## src/design/adc_pwr_regs.vh

```
// Register map, field positions and timing constants of the power sequencer.
// Function
// - Normal mode: conversion clock always, no delay.
// - Auto power-down: gate clock, power down idle.
// - Auto power-down: start-up delay every scan.
// - Auto standby: standby clock and low current idle.
// - Auto standby: start-up delay every scan unless stby_cfg is set.
// - Standby mode: 100kHz clock, no scan delay.
// - Standby plus auto power-down: gate, delay.
// - Both off, clock disabled: everything shut down.
// - Reset powers down converters and reference.
// - Reference auto off when unused if set.
// - Reference down: outputs and PWM data low.
// - Delay on power-off clear and idle-to-active.
// - Auto power-down powers only required converters.
// - Scan starts ignored while status bit set.
// - Old results kept; new need fresh launch.
// - Halt bit stops scan, ignores launches.
// - Halted result writes processed like core data.
// - Standby clock is oscillator divided by eighty.
`ifndef ADC_PWR_REGS_VH
`define ADC_PWR_REGS_VH

`define OFS_POWER_CTRL   12'h000
`define OFS_SCAN_CTRL    12'h004
`define OFS_RESULT_WR    12'h008
`define OFS_RESULT_RD    12'h00C
`define OFS_ACTIVITY     12'h010

`define BIT_CONV_A_OFF   0
`define BIT_CONV_B_OFF   1
`define BIT_VREF_AUTO    2
`define BIT_APD          3
`define BIT_ASB          4
`define BIT_CLK_EN       5
`define BIT_STBY_CFG     6
`define BIT_PSTS_A       10
`define BIT_PSTS_B       11
`define POS_DELAY        16
`define DELAY_W          6

`define BIT_LAUNCH_A     0
`define BIT_LAUNCH_B     1
`define BIT_HALT_A       2
`define BIT_HALT_B       3
`define BIT_DONE_A       4
`define BIT_DONE_B       5
`define POS_NEED_A       8
`define POS_NEED_B       16

`define PWR_RESET        7'h07
`define DELAY_RESET      6'h0D
`define STBY_DIV         7'h50
`define RESP_OKAY        2'h0
`define RESP_SLVERR      2'h2

`endif

```

## src/design/adc_power_mode_sequencer.v

```verilog
// Power-mode sequencer of the dual-converter ADC with an AXI4-Lite slave.
//
// The AXI4-Lite slave port and the register offsets were decided locally.
`timescale 1ns/1ps
`include "adc_pwr_regs.vh"
module adc_power_mode_sequencer (
  input  wire        aclk,
  input  wire        aresetn,
  input  wire        s_axi_awvalid,
  output reg         s_axi_awready,
  input  wire [11:0] s_axi_awaddr,
  input  wire        s_axi_wvalid,
  output reg         s_axi_wready,
  input  wire [31:0] s_axi_wdata,
  input  wire [3:0]  s_axi_wstrb,
  output reg         s_axi_bvalid,
  input  wire        s_axi_bready,
  output reg  [1:0]  s_axi_bresp,
  input  wire        s_axi_arvalid,
  output reg         s_axi_arready,
  input  wire [11:0] s_axi_araddr,
  output reg         s_axi_rvalid,
  input  wire        s_axi_rready,
  output reg  [31:0] s_axi_rdata,
  output reg  [1:0]  s_axi_rresp,
  input  wire        osc_tick,
  input  wire        conv_sync_a,
  input  wire        conv_sync_b,
  input  wire        core_data_valid,
  input  wire [15:0] core_data,
  output reg         adc_clk_en,
  output reg         adc_clk_sel_stby,
  output reg         conv_a_power_en,
  output reg         conv_b_power_en,
  output reg         low_current_en,
  output reg         vref_power_en,
  output reg         vref_out_enable,
  output reg         pwm_data_en,
  output reg         scan_a_active,
  output reg         scan_b_active,
  output reg         result_valid,
  output reg  [15:0] result_data,
  output reg         result_from_cpu
);
  // ---------------------------------------------------------------
  // Registers
  // ---------------------------------------------------------------
  reg  [6:0]  pwr_bits_r;
  reg  [`DELAY_W-1:0] startup_delay_count_r;
  reg  [1:0]  halt_r;
  reg  [5:0]  need_a_r;
  reg  [5:0]  need_b_r;
  reg  [1:0]  done_r;
  reg  [1:0]  psts_r;
  reg  [`DELAY_W-1:0] dly_cnt_r;
  reg         dly_run_r;
  reg         active_d_r;
  reg  [15:0] result_r;
  reg         aw_hold_r;
  reg         w_hold_r;
  reg  [11:0] awaddr_r;
  reg  [31:0] wdata_r;
  reg  [3:0]  wstrb_r;
  reg  [1:0]  scan_r;
  reg  [1:0]  len_a_r;
  reg  [1:0]  len_b_r;
  wire        stby_tick;

  wire conv_a_power_off = pwr_bits_r[`BIT_CONV_A_OFF];
  wire conv_b_power_off = pwr_bits_r[`BIT_CONV_B_OFF];
  wire vref_auto_power_off = pwr_bits_r[`BIT_VREF_AUTO];
  wire auto_powerdown_enable = pwr_bits_r[`BIT_APD];
  wire auto_standby_enable = pwr_bits_r[`BIT_ASB];
  wire clk_enable = pwr_bits_r[`BIT_CLK_EN];
  wire stby_cfg = pwr_bits_r[`BIT_STBY_CFG];

  wire any_on = !conv_a_power_off || !conv_b_power_off;
  wire normal_mode = any_on && !auto_powerdown_enable &&
                     !auto_standby_enable && clk_enable;
  wire active = |scan_r;
  wire conv_a_power_status = psts_r[0];
  wire conv_b_power_status = psts_r[1];

  standby_clk_div #(
    .DIV(`STBY_DIV)
  ) u_div (
    .aclk      (aclk),
    .aresetn   (aresetn),
    .osc_tick  (osc_tick),
    .stby_tick (stby_tick)
  );

  // ---------------------------------------------------------------
  // AXI4-Lite slave
  // ---------------------------------------------------------------
  wire wr_go = aw_hold_r && w_hold_r && !s_axi_bvalid;
  wire wr_pwr = wr_go && awaddr_r == `OFS_POWER_CTRL && wstrb_r[0];
  wire wr_scan = wr_go && awaddr_r == `OFS_SCAN_CTRL && wstrb_r[0];
  wire wr_res = wr_go && awaddr_r == `OFS_RESULT_WR && wstrb_r[0];
  wire known = awaddr_r == `OFS_POWER_CTRL || awaddr_r == `OFS_SCAN_CTRL ||
               awaddr_r == `OFS_RESULT_WR;

  // Halt takes effect from the written value in the same cycle.
  wire [1:0] halt_now = wr_scan ?
       {wdata_r[`BIT_HALT_B], wdata_r[`BIT_HALT_A]} : halt_r;
  wire [1:0] launch_req = {
       conv_sync_b || (wr_scan && wdata_r[`BIT_LAUNCH_B]),
       conv_sync_a || (wr_scan && wdata_r[`BIT_LAUNCH_A])};
  wire [1:0] launch_ok = launch_req & ~halt_now & ~scan_r &
       ~psts_r & ~{conv_b_power_off, conv_a_power_off} & {2{clk_enable}};

  always @(posedge aclk) begin
    if (!aresetn) begin
      s_axi_awready <= 1'b1;
      s_axi_wready  <= 1'b1;
      s_axi_bvalid  <= 1'b0;
      s_axi_bresp   <= `RESP_OKAY;
      aw_hold_r     <= 1'b0;
      w_hold_r      <= 1'b0;
      awaddr_r      <= 12'h000;
      wdata_r       <= 32'h0000_0000;
      wstrb_r       <= 4'h0;
    end else begin
      if (s_axi_awvalid && s_axi_awready) begin
        aw_hold_r     <= 1'b1;
        awaddr_r      <= s_axi_awaddr;
        s_axi_awready <= 1'b0;
      end
      if (s_axi_wvalid && s_axi_wready) begin
        w_hold_r     <= 1'b1;
        wdata_r      <= s_axi_wdata;
        wstrb_r      <= s_axi_wstrb;
        s_axi_wready <= 1'b0;
      end
      if (wr_go) begin
        aw_hold_r    <= 1'b0;
        w_hold_r     <= 1'b0;
        s_axi_bvalid <= 1'b1;
        s_axi_bresp  <= known ? `RESP_OKAY : `RESP_SLVERR;
      end
      if (s_axi_bvalid && s_axi_bready) begin
        s_axi_bvalid  <= 1'b0;
        s_axi_awready <= 1'b1;
        s_axi_wready  <= 1'b1;
      end
    end
  end

  always @(posedge aclk) begin
    if (!aresetn) begin
      s_axi_arready <= 1'b1;
      s_axi_rvalid  <= 1'b0;
      s_axi_rdata   <= 32'h0000_0000;
      s_axi_rresp   <= `RESP_OKAY;
    end else if (s_axi_arvalid && s_axi_arready) begin
      s_axi_arready <= 1'b0;
      s_axi_rvalid  <= 1'b1;
      s_axi_rresp   <= `RESP_OKAY;
      case (s_axi_araddr)
        `OFS_POWER_CTRL: s_axi_rdata <= {10'h000, startup_delay_count_r,
             4'h0, conv_b_power_status, conv_a_power_status,
             3'h0, pwr_bits_r};
        `OFS_SCAN_CTRL: s_axi_rdata <= {10'h000, need_b_r, 2'h0, need_a_r,
             2'h0, done_r, halt_r, 2'h0};
        `OFS_RESULT_RD: s_axi_rdata <= {16'h0000, result_r};
        `OFS_ACTIVITY: s_axi_rdata <= {28'h0000000, scan_r, psts_r};
        default: begin
          s_axi_rdata <= 32'h0000_0000;
          s_axi_rresp <= `RESP_SLVERR;
        end
      endcase
    end else if (s_axi_rvalid && s_axi_rready) begin
      s_axi_rvalid  <= 1'b0;
      s_axi_arready <= 1'b1;
    end
  end

  // ---------------------------------------------------------------
  // Control registers
  // ---------------------------------------------------------------
  always @(posedge aclk) begin
    if (!aresetn) begin
      pwr_bits_r            <= `PWR_RESET;
      startup_delay_count_r <= `DELAY_RESET;
      halt_r                <= 2'b00;
      need_a_r              <= 6'h01;
      need_b_r              <= 6'h01;
    end else begin
      if (wr_pwr) begin
        pwr_bits_r <= wdata_r[6:0];
        startup_delay_count_r <= wdata_r[`POS_DELAY +: `DELAY_W];
      end
      if (wr_scan) begin
        halt_r   <= halt_now;
        need_a_r <= wdata_r[`POS_NEED_A +: 6];
        need_b_r <= wdata_r[`POS_NEED_B +: 6];
      end
    end
  end

  // ---------------------------------------------------------------
  // Scan activity and start-up delay
  // ---------------------------------------------------------------
  wire pd_cleared = wr_pwr &&
       ((conv_a_power_off && !wdata_r[`BIT_CONV_A_OFF]) ||
        (conv_b_power_off && !wdata_r[`BIT_CONV_B_OFF]));
  wire dly_tick = normal_mode || auto_standby_enable ? 1'b1 :
                  (stby_cfg ? stby_tick : 1'b1);
  wire dly_done = dly_run_r && dly_tick &&
                  dly_cnt_r >= startup_delay_count_r;
  wire core_res = core_data_valid && active && !dly_run_r;

  always @(posedge aclk) begin
    if (!aresetn) begin
      dly_run_r  <= 1'b0;
      dly_cnt_r  <= {`DELAY_W{1'b0}};
      psts_r     <= 2'b11;
      active_d_r <= 1'b0;
      scan_r     <= 2'b00;
      done_r     <= 2'b00;
      len_a_r    <= 2'h0;
      len_b_r    <= 2'h0;
    end else begin
      active_d_r <= active;
      if (pd_cleared || (!normal_mode && !active && |launch_req &&
          !dly_run_r && any_on && !(stby_cfg && !auto_powerdown_enable))) begin
        dly_run_r <= 1'b1;
        dly_cnt_r <= {`DELAY_W{1'b0}};
        psts_r    <= ~{!conv_b_power_off && (!auto_powerdown_enable ||
                       |need_b_r), !conv_a_power_off &&
                       (!auto_powerdown_enable || |need_a_r)} | 2'b11;
      end else if (dly_done) begin
        dly_run_r <= 1'b0;
        psts_r    <= {conv_b_power_off, conv_a_power_off};
      end else if (dly_run_r && dly_tick) begin
        dly_cnt_r <= dly_cnt_r + {{(`DELAY_W-1){1'b0}}, 1'b1};
      end else if (!dly_run_r) begin
        psts_r <= psts_r | {conv_b_power_off, conv_a_power_off};
      end
      if (launch_ok[0]) begin
        scan_r[0] <= 1'b1;
        len_a_r   <= 2'h0;
      end else if (halt_now[0] ||
                   (scan_r[0] && core_res && len_a_r == 2'h3)) begin
        scan_r[0] <= 1'b0;
        done_r[0] <= scan_r[0];
      end else if (scan_r[0] && core_res) begin
        len_a_r <= len_a_r + 2'h1;
      end
      if (launch_ok[1]) begin
        scan_r[1] <= 1'b1;
        len_b_r   <= 2'h0;
      end else if (halt_now[1] ||
                   (scan_r[1] && core_res && len_b_r == 2'h3)) begin
        scan_r[1] <= 1'b0;
        done_r[1] <= scan_r[1];
      end else if (scan_r[1] && core_res) begin
        len_b_r <= len_b_r + 2'h1;
      end
    end
  end

  // ---------------------------------------------------------------
  // Result path and analog controls
  // ---------------------------------------------------------------
  wire vref_on = !(vref_auto_power_off && !any_on) && clk_enable;
  wire cpu_res = wr_res && |halt_r;

  always @(posedge aclk) begin
    if (!aresetn) begin
      result_r         <= 16'h0000;
      result_valid     <= 1'b0;
      result_data      <= 16'h0000;
      result_from_cpu  <= 1'b0;
      adc_clk_en       <= 1'b0;
      adc_clk_sel_stby <= 1'b0;
      conv_a_power_en  <= 1'b0;
      conv_b_power_en  <= 1'b0;
      low_current_en   <= 1'b0;
      vref_power_en    <= 1'b0;
      vref_out_enable  <= 1'b0;
      pwm_data_en      <= 1'b0;
      scan_a_active    <= 1'b0;
      scan_b_active    <= 1'b0;
    end else begin
      result_valid    <= cpu_res || core_res;
      result_from_cpu <= cpu_res;
      if (cpu_res) begin
        result_r    <= wdata_r[15:0];
        result_data <= wdata_r[15:0];
      end else if (core_res) begin
        result_r    <= core_data;
        result_data <= core_data;
      end
      scan_a_active <= scan_r[0];
      scan_b_active <= scan_r[1];
      if (!any_on && !clk_enable) begin
        adc_clk_en       <= 1'b0;
        adc_clk_sel_stby <= 1'b0;
        low_current_en   <= 1'b0;
      end else if (normal_mode) begin
        adc_clk_en       <= 1'b1;
        adc_clk_sel_stby <= stby_cfg;
        low_current_en   <= stby_cfg;
      end else if (auto_powerdown_enable) begin
        adc_clk_en       <= active || dly_run_r;
        adc_clk_sel_stby <= stby_cfg;
        low_current_en   <= stby_cfg;
      end else if (auto_standby_enable) begin
        adc_clk_en       <= clk_enable;
        adc_clk_sel_stby <= !active && !dly_run_r;
        low_current_en   <= !active && !dly_run_r;
      end else begin
        adc_clk_en       <= clk_enable && any_on;
        adc_clk_sel_stby <= stby_cfg;
        low_current_en   <= stby_cfg;
      end
      conv_a_power_en <= !conv_a_power_off && clk_enable &&
          (!auto_powerdown_enable ||
           ((active || dly_run_r) && |need_a_r));
      conv_b_power_en <= !conv_b_power_off && clk_enable &&
          (!auto_powerdown_enable ||
           ((active || dly_run_r) && |need_b_r));
      vref_power_en   <= vref_on;
      vref_out_enable <= vref_on;
      pwm_data_en     <= vref_on;
    end
  end
endmodule

```

## src/design/standby_clk_div.v

```verilog
// Divides the oscillator reference down to the standby clock enable.
`timescale 1ns/1ps
`include "adc_pwr_regs.vh"
module standby_clk_div #(
  parameter DIV = `STBY_DIV
) (
  input  wire       aclk,
  input  wire       aresetn,
  input  wire       osc_tick,
  output reg        stby_tick
);
  reg [6:0] cnt_r;

  always @(posedge aclk) begin
    if (!aresetn) begin
      cnt_r     <= 7'h00;
      stby_tick <= 1'b0;
    end else begin
      stby_tick <= 1'b0;
      if (osc_tick) begin
        if (cnt_r == DIV - 7'h01) begin
          cnt_r     <= 7'h00;
          stby_tick <= 1'b1;
        end else begin
          cnt_r <= cnt_r + 7'h01;
        end
      end
    end
  end
endmodule

```

## config.mk

```make
export PLATFORM = sky130hd
export DESIGN_NAME = adc_power_mode_sequencer
export DESIGN_NICKNAME = d
export VERILOG_FILES = /design/src/design/adc_power_mode_sequencer.v /design/src/design/standby_clk_div.v
export VERILOG_INCLUDE_DIRS = /design/src /design/src/design
export SDC_FILE = /design/constraint.sdc
export NUM_CORES = 1
export LEC_CHECK = 0
export BUFFER_PORTS_ARGS = -buffer_cell sky130_fd_sc_hd__clkbuf_2
export CAP_MARGIN = 20
export CORE_MARGIN = 5
export CORE_UTILIZATION = 30
export CTS_BUF_LIST = sky130_fd_sc_hd__clkbuf_2
export DETAILED_ROUTE_END_ITERATION = 10
export GPL_ROUTABILITY_DRIVEN = 0
export PLACE_DENSITY = 0.55
export REMOVE_ABC_BUFFERS = 1
export SLEW_MARGIN = 20
export SYNTH_ARGS = -nofsm -noshare
export SYNTH_HDL_FRONTEND = slang
export SYNTH_HIERARCHICAL = 1
export SYNTH_SLANG_ARGS = --single-unit
```

## constraint.sdc

```tcl
create_clock -name aclk -period 2.8 [get_ports aclk]
set_input_delay 0.28 -clock aclk [delete_from_list [all_inputs] [get_ports aclk]]
set_output_delay 0.28 -clock aclk [all_outputs]
set_load 0.01 [all_outputs]
```

==> results of run 1 <==
## cells in the final DEF, fill, tap and decap left out, types with 6 or more instances in the layout
master / instances
and2_1: 8
mux2_2: 16
conb_1: 12
nor3_1: 8
ha_1: 10
nor2_1: 59
a21oi_1: 72
buf_4: 14
nand2_1: 139
mux2i_1: 48
dfxtp_1: 143
a22oi_1: 6
o21ai_0: 28
nand3_1: 11
inv_1: 19
dlygate4sd3_1: 62
or4_1: 8
clkbuf_2: 148
nor4_1: 6
## power groups by stage
| stage | clock network (mW) | registers (mW) | logic (mW) |
|---|---|---|---|
| final | 1.42 | 2.12 | 0.322 |
| after global routing | 1.56 | 2.13 | 0.362 |
| after CTS | 1.47 | 2.12 | 0.326 |
| after detailed placement | 0 | 2.16 | 0.257 |
| after global placement | 0 | 2.16 | 0.255 |
| after floorplan | 0 | 2.15 | 0.125 |
## what timing repair did
| action | 4_1_cts | 5_1_grt |
|---|---|---|
| hold buffers | 62 | 0 |
| resized for setup | 0 | 0 |
| endpoints found under the hold margin | 72 | 0 |
## layer usage
layer	GRT usage [%]	share of wire, %
met1	21.1	48
met2	24.9	46
met3	3.88	5.8
met4	3.24	0.87
met5	0	0
## cells in the mapped netlist (2+ instances only)
cell type and count:
mux2i_1 48, a2bb2o_1 2, and3_1 3, or4b_2 2, inv_1 19, a211oi_1 2
a221oi_1 5, nor3_1 9, buf_2 6, nor4_1 7, nand3_1 11, or4b_1 2
or3b_2 2, or4bb_1 2, and2b_2 2, clkbuf_1 23, o21ai_1 2, nand4b_1 2
ha_1 10, or3_2 2, and3b_1 2, o211ai_1 4, and3_2 2, or4_1 8
a21oi_1 72, or2_2 2, and2_1 8, buf_4 16, o31ai_1 5, dfxtp_1 143
nor2_2 2, o21ai_0 28, a31oi_1 2, xor2_1 4, nand2_1 139, buf_1 3
nand2b_1 5, a221o_1 3, mux2_2 16, buf_6 2, nand4_1 2, a22oi_1 6
nor2_1 59
## worst max-delay path: cells and delay by family (launching register included)
family / cells / cell delay [ps]
compound gates: 1 / 90
flops: 1 / 360
simple gates: 4 / 1730
## stage by stage
| step | cells | TNS, ps |
|---|---|---|
| floorplan | 677 | -3430 |
| global placement | 1091 | 0 |
| detailed placement | 1091 | 0 |
| CTS | 1183 | 0 |
| global route | 1184 | 0 |
| finish | 1184 | 0 |
## cell type report
| type | count | area (um2) | share of cell area [%] |
|---|---|---|---|
| Antenna cell | 1 | 2.50 | 0.0313 |
| Clock inverter | 12 | 194 | 2.42 |
| Timing Repair Buffer | 206 | 1380 | 17.2 |
| Inverter | 20 | 75.1 | 0.938 |
| Sequential cell | 143 | 2860 | 35.8 |
| Clock buffer | 18 | 90.1 | 1.13 |
| Tap cell | 270 | 338 | 4.22 |
| Multi-Input combinational cell | 514 | 3070 | 38.3 |
## kinds of logic after synthesis
logic type | after synthesis
AO/OA/AOI/OAI | 137
adder cells (fa/ha/maj) | 10
buffers and inverters | 71
flip-flops | 143
XOR/XNOR | 5
AND/OR/NAND/NOR | 286
other | 1
multiplexers | 64
## final timing paths
check | end | slack, ps | cells past startpoint | startpoint
min reg2reg | s_axi_rdata[6] | 460 | 2 | s_axi_rdata[6]
max reg2reg | pwr_bits_r[0] | 500 | 5 | awaddr_r[6]
max | pwr_bits_r[0] | 500 | 5 | awaddr_r[6]
min | s_axi_rresp[1] | 80 | 5 | s_axi_araddr[10]
## registers in the layout, summed over array words and instances (netlist names), 2 cells and up
signal / count
u_div/cnt_r: 7
len_b_r: 2
pwr_bits_r: 7
s_axi_rdata: 22
dly_cnt_r: 6
startup_delay_count_r: 6
psts_r: 2
wdata_r: 22
need_a_r: 6
result_r: 16
done_r: 2
scan_r: 2
need_b_r: 6
awaddr_r: 12
halt_r: 2
len_a_r: 2
==> reports/metrics.csv, run 1 <==
stage,metric,value,unit
critical_path,cp-end-kind,flip-flop,
sta,fin_crit_sh,82.1,%
synthesis,avgSynthCellArea,8.70,um2
critical_path,path_cells,nor4_1 -> nand3_1 -> or4_1 -> nand2_1 -> o211ai_1,
status,status,"finished, final reports clean",
floorplan,initial_utilization,30.6,%
cts,cts-htree-levels,4,
cts,cts_root_buf,clkbuf_2,
synthesis,synth_simple_gate_area_share,22.2,%
global_routing,antenna_found_initial,2,
placed_design,dp_slack,543,ps
sta,max_slew.worst_pin.slew,768,ps
synthesis,synthTopCellsByArea,"dfxtp_1 46%, nand2_1 8.4%, mux2i_1 7.7%",
synthesis,synth_mux_area_share,10.6,%
synthesis,ys.warnings.count,6,
power,pwr-share-clk,36.8,%
finish,post_route_cells_drive_above_1_share,23.2,%
synthesis,synth_fa_ha_area_share,2.01,%
job,cap_violations,0,
synthesis,synth_top_family_by_area,simple AND/OR/NAND/NOR gates,
critical_path,worstSetupPathType,reg -> reg,
floorplan,dieArea,23800,um2
cts,clockBufferDepth,2,
synthesis,synth_seq_cells,143,
synthesis,syn_area,6240,um2
power,cellPowerDensity,482,nW/um2
detailed_routing,post_drt_wl_per_cell,15.4,um
cts,cts_setup_buffers,0,
sta,slew_viol_final,0,
detailed_routing,drc,0,
power,comb_power_share,8.4,%
critical_path,slowest_stage,or4_1,
detailed_routing,wl,18.2,mm
floorplan,rows,52,
sta,hold_viol_final,0,
detailed_routing,dr_total_vias,5620,
finish,fillCellCount,2158,
placed_design,placed_cell_area,7100,um2
synthesis,synthXorXnorAreaFrac,0.702,%
power,seq_power_share,54.8,%
sta,fmax,435,MHz
detailed_routing,drt_iter0_drc,304,
cts,cts_sinks,143,
min_path,hp-class,in -> reg,
global_routing,grt_max_degree,37,
synthesis,synth_top_area_share,45.9,%
synthesis,ys_async_sr_fraction,0,%
sta,layout_setup_ws,501,ps
floorplan,io-pin-count,156,
critical_path,critPathMaxStageDelay,830,ps
synthesis,synth_compound_area_share,12.8,%
cts,cts_inserted_buffers,17,
cts,cts_tree,done,
global_routing,grt_pass1_wl,29.5,mm
floorplan,die_width,154,um
power,p_sw,962,uW
synthesis,ys.flop_type,dfxtp_1,
sta,setup_viol_count_final,0,
sta,holdWs,78.5,ps
floorplan,core,20400,um2
detailed_routing,ant_nets,0,
placed_design,io_buffer_count,130,
global_routing,grt_usage,15.5,%
power,peakVddDrop,0.000273,V
synthesis,yosysSeqAreaShare,45.9,%
synthesis,yosysTopAreaCell,dfxtp_1,
detailed_routing,first_pass_iters,6,
placed_design,hpwl,13.1,mm
detailed_routing,avgViaCountPerCell,4.75,
power,p_leak,3.31,nW
power,cellInternalPower,2.90,mW
synthesis,synth_edf_count,0,
sta,period_needed,2300,ps
cts,clk_latency,700,ps
finish,nets,999,
floorplan,die_y,154,um
finish,syn2layout_area_growth,28.4,%
finish,post-route-cell-area,8010,um2
cts,clk_pin_slew_worst_paths,210,ps
power,switching_share,24.9,%
sta,rsz0062_at_grt,no,
critical_path,cp.arrival,2880,ps
global_routing,grt_pass1_vias,5603,
power,power,3.86,mW
global_routing,overflow,0,
critical_path,cp-start-kind,flip-flop,
synthesis,synth_cell_types,66,
sta,skew,27.0,ps
finish,fin_util,39.3,%
sta,relSlewSlack,48.7,%
critical_path,crit_fanout,13,
synthesis,syn_inst,717,
critical_path,crit_required,3380,ps
(Power assumes the default switching activity.)
==> inputs of run 2 (changes only) <==
--- a/config.mk
+++ b/config.mk
@@ -13,7 +13,7 @@
 export CTS_BUF_LIST = sky130_fd_sc_hd__clkbuf_2
 export DETAILED_ROUTE_END_ITERATION = 10
 export GPL_ROUTABILITY_DRIVEN = 0
-export PLACE_DENSITY = 0.55
+export PLACE_DENSITY = 0.57
 export REMOVE_ABC_BUFFERS = 1
 export SLEW_MARGIN = 20
 export SYNTH_ARGS = -nofsm -noshare
==> constraint.sdc (replaced) <==
create_clock -name aclk -period 1.87 [get_ports aclk]
set_input_delay 0.187 -clock aclk [delete_from_list [all_inputs] [get_ports aclk]]
set_output_delay 0.187 -clock aclk [all_outputs]
set_load 0.01 [all_outputs]
==> run 2 against run 1 <==
Against the previous run:
- the flow now finishes with violations (negative setup slack)
- clock power rose by 73%
- sequential power up 50%
- cell area is 16% higher
==> reports/metrics.csv, run 2 (synthesis results as in run 1) <==
stage,metric,value,unit
finish,multi_input_area,3460,um2
critical_path,cp-start-kind,flip-flop,
cts,cts-htree-levels,4,
power,seq_power_share,50.9,%
sta,period_needed,1970,ps
finish,layout_common_cells,"145 x clkbuf_2, 127 x dfxtp_1, 124 x nand2_1",
global_routing,grt_pass1_wl,30.8,mm
sta,skew,28.6,ps
critical_path,cp.arrival,2610,ps
cts,cts_root_buf,clkbuf_2,
critical_path,worstSetupPathType,reg -> reg,
detailed_routing,first_pass_iters,5,
global_routing,overflow,0,
sta,max_slew.worst_pin.slew,541,ps
placed_design,io_buffer_count,130,
critical_path,cp-end-kind,flip-flop,
placed_design,dp.cells,1146,
sta,relSlewSlack,63.7,%
power,p_leak,3.81,nW
floorplan,initial_utilization,30.6,%
cts,clk_pin_slew_worst_paths,210,ps
global_routing,grt_max_degree,30,
global_routing,grt_pass1_vias,5837,
floorplan,die_y,154,um
global_routing,antenna_found_initial,1,
cts,cts_inserted_buffers,17,
floorplan,core,20400,um2
cts,clk_latency,710,ps
detailed_routing,avgViaCountPerCell,4.75,
global_routing,grt_usage,16.1,%
cts,clockBufferDepth,2,
finish,syn2layout_area_growth,48.4,%
detailed_routing,wl,19.9,mm
floorplan,io-pin-count,156,
sta,setup_viol_count_final,8,
power,pwr-share-clk,39.5,%
power,switching_share,24.5,%
placed_design,hpwl,14.0,mm
sta,fin_crit_sh,106,%
cts,cts_tree,done,
sta,layout_setup_ws,-104,ps
floorplan,rows,52,
finish,largest_registers,"s_axi_rdata x22, wdata_r x22, result_r x16",
sta,fmax,507,MHz
detailed_routing,drt_iter0_drc,289,
power,cellPowerDensity,673,nW/um2
sta,slew_viol_final,0,
detailed_routing,ant_nets,0,
sta,holdWs,107,ps
detailed_routing,post_drt_wl_per_cell,15.8,um
finish,nets,1075,
status,violations,negative setup slack,
floorplan,dieArea,23800,um2
finish,fillCellCount,1964,
power,peakVddDrop,0.000454,V
status,status,finished with violations,
sta,hold_viol_final,0,
power,comb_power_share,9.6,%
detailed_routing,dr_total_vias,5996,
min_path,hp-class,in -> reg,
detailed_routing,drc,0,
finish,layout_commonest_cell,clkbuf_2,
finish,final_cells,1263,
power,p_sw,1.53,mW
critical_path,crit_required,2510,ps
finish,post_route_cells_drive_above_1_share,35.8,%
sta,rsz0062_at_grt,yes,
job,cap_violations,0,
floorplan,die_width,154,um
cts,cts_sinks,143,
power,cellInternalPower,4.70,mW
critical_path,crit_fanout,6,
finish,seq_area,2880,um2
## run 2: cell types whose count changed in the layout (fill, tap and decap cells not counted), moves of 7 or more
cell           previous run  this run
buf_4                    14        65
dfxtp_1                 143       127
dfxtp_2                   0        16
nand2_1                 139       124
a21oi_1                  72        60
dlygate4sd3_1            62        74
a21oi_2                   0        11
buf_12                    0         8
nand2_4                   0         8
nand2_2                   0         7
## run 2: area by class of cell
cell class,instances,share of cell area (%)
inverters,20,0.811
repair buffers,282,23.2
well taps,270,3.65
clock buffers,17,0.919
multi-input cells,514,37.4
clock inverters,15,2.85
diodes,2,0.0540
flip-flops and latches,143,31.1
## run 2: metal layers
layer  global-route usage (%)  wire length (um)  up-vias
met5                        0                 0        -
met4                     4.21               294        0
met3                     3.63              1120       17
met2                     26.5              9310      167
met1                     21.6              9180     2816
li1                         -                 -     2996
## run 2: final timing paths
| path | startpoint | to | slack, ps | cells after the start |
|---|---|---|---|---|
| hold / removal | s_axi_araddr[10] | s_axi_rresp[1] | 110 | 6 |
| setup / recovery | startup_delay_count_r[4] | dly_cnt_r[4] | -100 | 6 |
| setup reg to reg | startup_delay_count_r[4] | dly_cnt_r[4] | -100 | 6 |
| hold reg to reg | s_axi_rdata[6] | s_axi_rdata[6] | 460 | 2 |
## run 2: metrics by stage
stage / setup WS, ps / instance area [um2] / TNS [ps] / utilization (%) / power (mW)
4_1_cts: -80.7 / 8860 / -331 / 43.5 / 6.29
6_report: -104 / 9260 / -444 / 45.5 / 6.23
3_3_place_gp: -144 / 7560 / -2540 / 37.1 / 3.67
5_1_grt: -173 / 9260 / -3190 / 45.5 / 6.50
3_5_place_dp: -191 / 7560 / -3690 / 37.1 / 3.67
2_1_floorplan: -1140 / 6000 / -35350 / - / 3.41
## run 2: critical path: stages, from the launching register on
cell and delay, ps:
dfxtp_2 380, inv_2 40, ha_4 210, a21o_1 200
a221o_1 430, or4_1 520, a21oi_1 140
## run 2: power by group through the flow
stage	sequential, mW	combinational [mW]	clock, mW
final	3.17	0.597	2.46
after global routing	3.18	0.656	2.66
after CTS	3.17	0.586	2.53
after detailed placement	3.23	0.447	0
after global placement	3.23	0.442	0
after floorplan	3.22	0.187	0
## run 2: what timing repair did
item                                    in CTS  in global routing
endpoints found under the setup margin      39                 57
buffers inserted                             4                  4
pin swaps                                   18                 22
resized for setup                           30                 88
gates cloned                                 2                  2
hold endpoints to repair                   110                  0
hold buffers                                74                  0
==> inputs of run 3 (changes only) <==
==> constraint.sdc (replaced) <==
create_clock -name aclk -period 1.6 [get_ports aclk]
set_input_delay 0.16 -clock aclk [delete_from_list [all_inputs] [get_ports aclk]]
set_output_delay 0.16 -clock aclk [all_outputs]
set_load 0.01 [all_outputs]
==> run 3 against run 2 <==
Against the previous run:
- the flow finishes with violations (negative hold slack, negative setup slack)
- combinational power rose by 23%
- setup slack lost 250 ps
- wire length grew 2.6%
- clock skew rose by 8.1 ps
- critical path depth grew 1
- count of clock-buffer cells in the layout stayed put
- flip-flop and latch count is the same
- clock power barely moved
- register-to-register slack got worse by 250 ps
==> reports/metrics.csv, run 3 (synthesis results as in run 1) <==
stage,metric,value,unit
finish,post-route-cell-area,9420,um2
global_routing,grt_pass1_wl,31.8,mm
detailed_routing,wl,20.4,mm
critical_path,crit_fanout,5,
cts,clockBufferDepth,2,
sta,skew,36.7,ps
cts,cts_sinks,143,
detailed_routing,avgViaCountPerCell,4.71,
min_path,holdPathEnd,s_axi_rdata[0],
sta,layout_setup_ws,-350,ps
detailed_routing,drt_iter0_drc,311,
global_routing,grt_usage,16.9,%
finish,fillCellCount,1995,
min_path,min_path_cells,6,
placed_design,hpwl,14.1,mm
critical_path,timing.rr.start,startup_delay_count_r[2],
global_routing,grt_pass1_vias,5890,
critical_path,rr_endpoint,dly_cnt_r[5],
finish,layout_common_cells,"146 x clkbuf_2, 121 x dfxtp_1, 115 x nand2_1",
sta,slew_viol_final,0,
cts,cts-htree-levels,4,
sta,relSlewSlack,60.7,%
detailed_routing,post_drt_wl_per_cell,16.0,um
finish,seq_area,2890,um2
floorplan,core,20400,um2
critical_path,cp-end-kind,flip-flop,
floorplan,initial_utilization,30.6,%
detailed_routing,ant_nets,0,
detailed_routing,drc,0,
status,violations,"negative hold slack, negative setup slack",
finish,fin_util,46.2,%
global_routing,antenna_found_initial,1,
cts,cts_inserted_buffers,17,
placed_design,io_buffer_count,130,
critical_path,cp-start-kind,flip-flop,
detailed_routing,first_pass_iters,5,
floorplan,die_width,154,um
cts,clk_pin_slew_worst_paths,220,ps
power,power,6.88,mW
status,status,finished with violations,
sta,setup_viol_count_final,61,
floorplan,die_y,154,um
cts,cts_hold_buffers,71,
detailed_routing,dr_total_vias,6035,
floorplan,dieArea,23800,um2
placed_design,placed_cell_area,7690,um2
sta,period_needed,1950,ps
critical_path,rrSetupSlack,-350,ps
global_routing,overflow,0,
finish,largest_registers,"s_axi_rdata x22, wdata_r x22, result_r x16",
cts,cts_tree,done,
finish,nets,1094,
sta,max_slew.worst_pin.slew,584,ps
cts,cts_root_buf,clkbuf_2,
finish,post_route_cells_drive_above_1_share,39.3,%
min_path,hp-class,in -> reg,
cts,clk_latency,750,ps
power,peakVddDrop,0.000365,V
sta,rsz0062_at_grt,yes,
floorplan,rows,52,
power,cellPowerDensity,731,nW/um2
power,p_leak,3.94,nW
global_routing,grt_max_degree,30,
job,cap_violations,0,
finish,layout_commonest_cell,clkbuf_2,
critical_path,cp.arrival,2630,ps
sta,hold_viol_final,2,
sta,holdWs,-2.98,ps
min_path,min_from,s_axi_araddr[10],
critical_path,worst_r2r_path_depth,7,
finish,syn2layout_area_growth,50.9,%
finish,multi_input_area,3530,um2
sta,fmax,513,MHz
sta,fin_crit_sh,122,%
critical_path,crit_required,2280,ps
critical_path,worstSetupPathType,reg -> reg,
floorplan,io-pin-count,156,
run 3: power by group:
part	switching, mW	leakage (nW)	internal (mW)
Combinational	0.361	2.62	0.371
Clock	1.41	0.156	1.02
Sequential	0.0666	1.17	3.64
Total	1.84	3.94	5.04
run 3: per-layer routing:
layer	routed length (um)	track usage, %
met5	0	0
met1	9380	21.7
met2	9590	27.9
met4	308	5.26
met3	1150	4.25
run 3: final cells by class:
class	count	area share [%]
diodes	1	0.0266
well taps	270	3.59
flip-flops and latches	143	30.7
clock buffers	17	0.904
clock inverters	14	2.03
multi-input cells	514	37.5
repair buffers	301	24.5
inverters	20	0.797
run 3: worst max path at each step:
stage                                        start      endpoint  slack (ps)  cells after the start
final                     startup_delay_count_r[2]  dly_cnt_r[5]        -350                      7
after global routing                  dly_cnt_r[0]  dly_cnt_r[4]        -420                      7
after CTS                 startup_delay_count_r[4]  dly_cnt_r[5]        -330                      6
after detailed placement  startup_delay_count_r[2]  dly_cnt_r[5]        -450                      7
after global placement    startup_delay_count_r[2]  dly_cnt_r[3]        -420                      7
after floorplan                        awaddr_r[6]   result_r[0]       -1410                      5
run 3: critical path, cell delays in order, from the launching register on:
cell and delay [ps]:
dfxtp_2 390, inv_2 50, ha_4 210, a21oi_2 120
o21ai_2 70, a221o_1 380, or4_1 530, a21oi_1 140
run 3: through the flow:
step	setup TNS, ps	instances	worst slack [ps]
3_3_place_gp	-21490	1164	-420
3_5_place_dp	-23840	1164	-445
2_1_floorplan	-64940	677	-1410
6_report	-10710	1280	-350
5_1_grt	-16830	1280	-422
4_1_cts	-14400	1276	-332
run 3: what timing repair did:
item                                   CTS  global route
endpoints found under the hold margin  114             3
setup endpoints to repair               67            92
pin swaps                               50            26
setup buffers                            7             5
cloned                                   5             1
resized for setup                      104            66
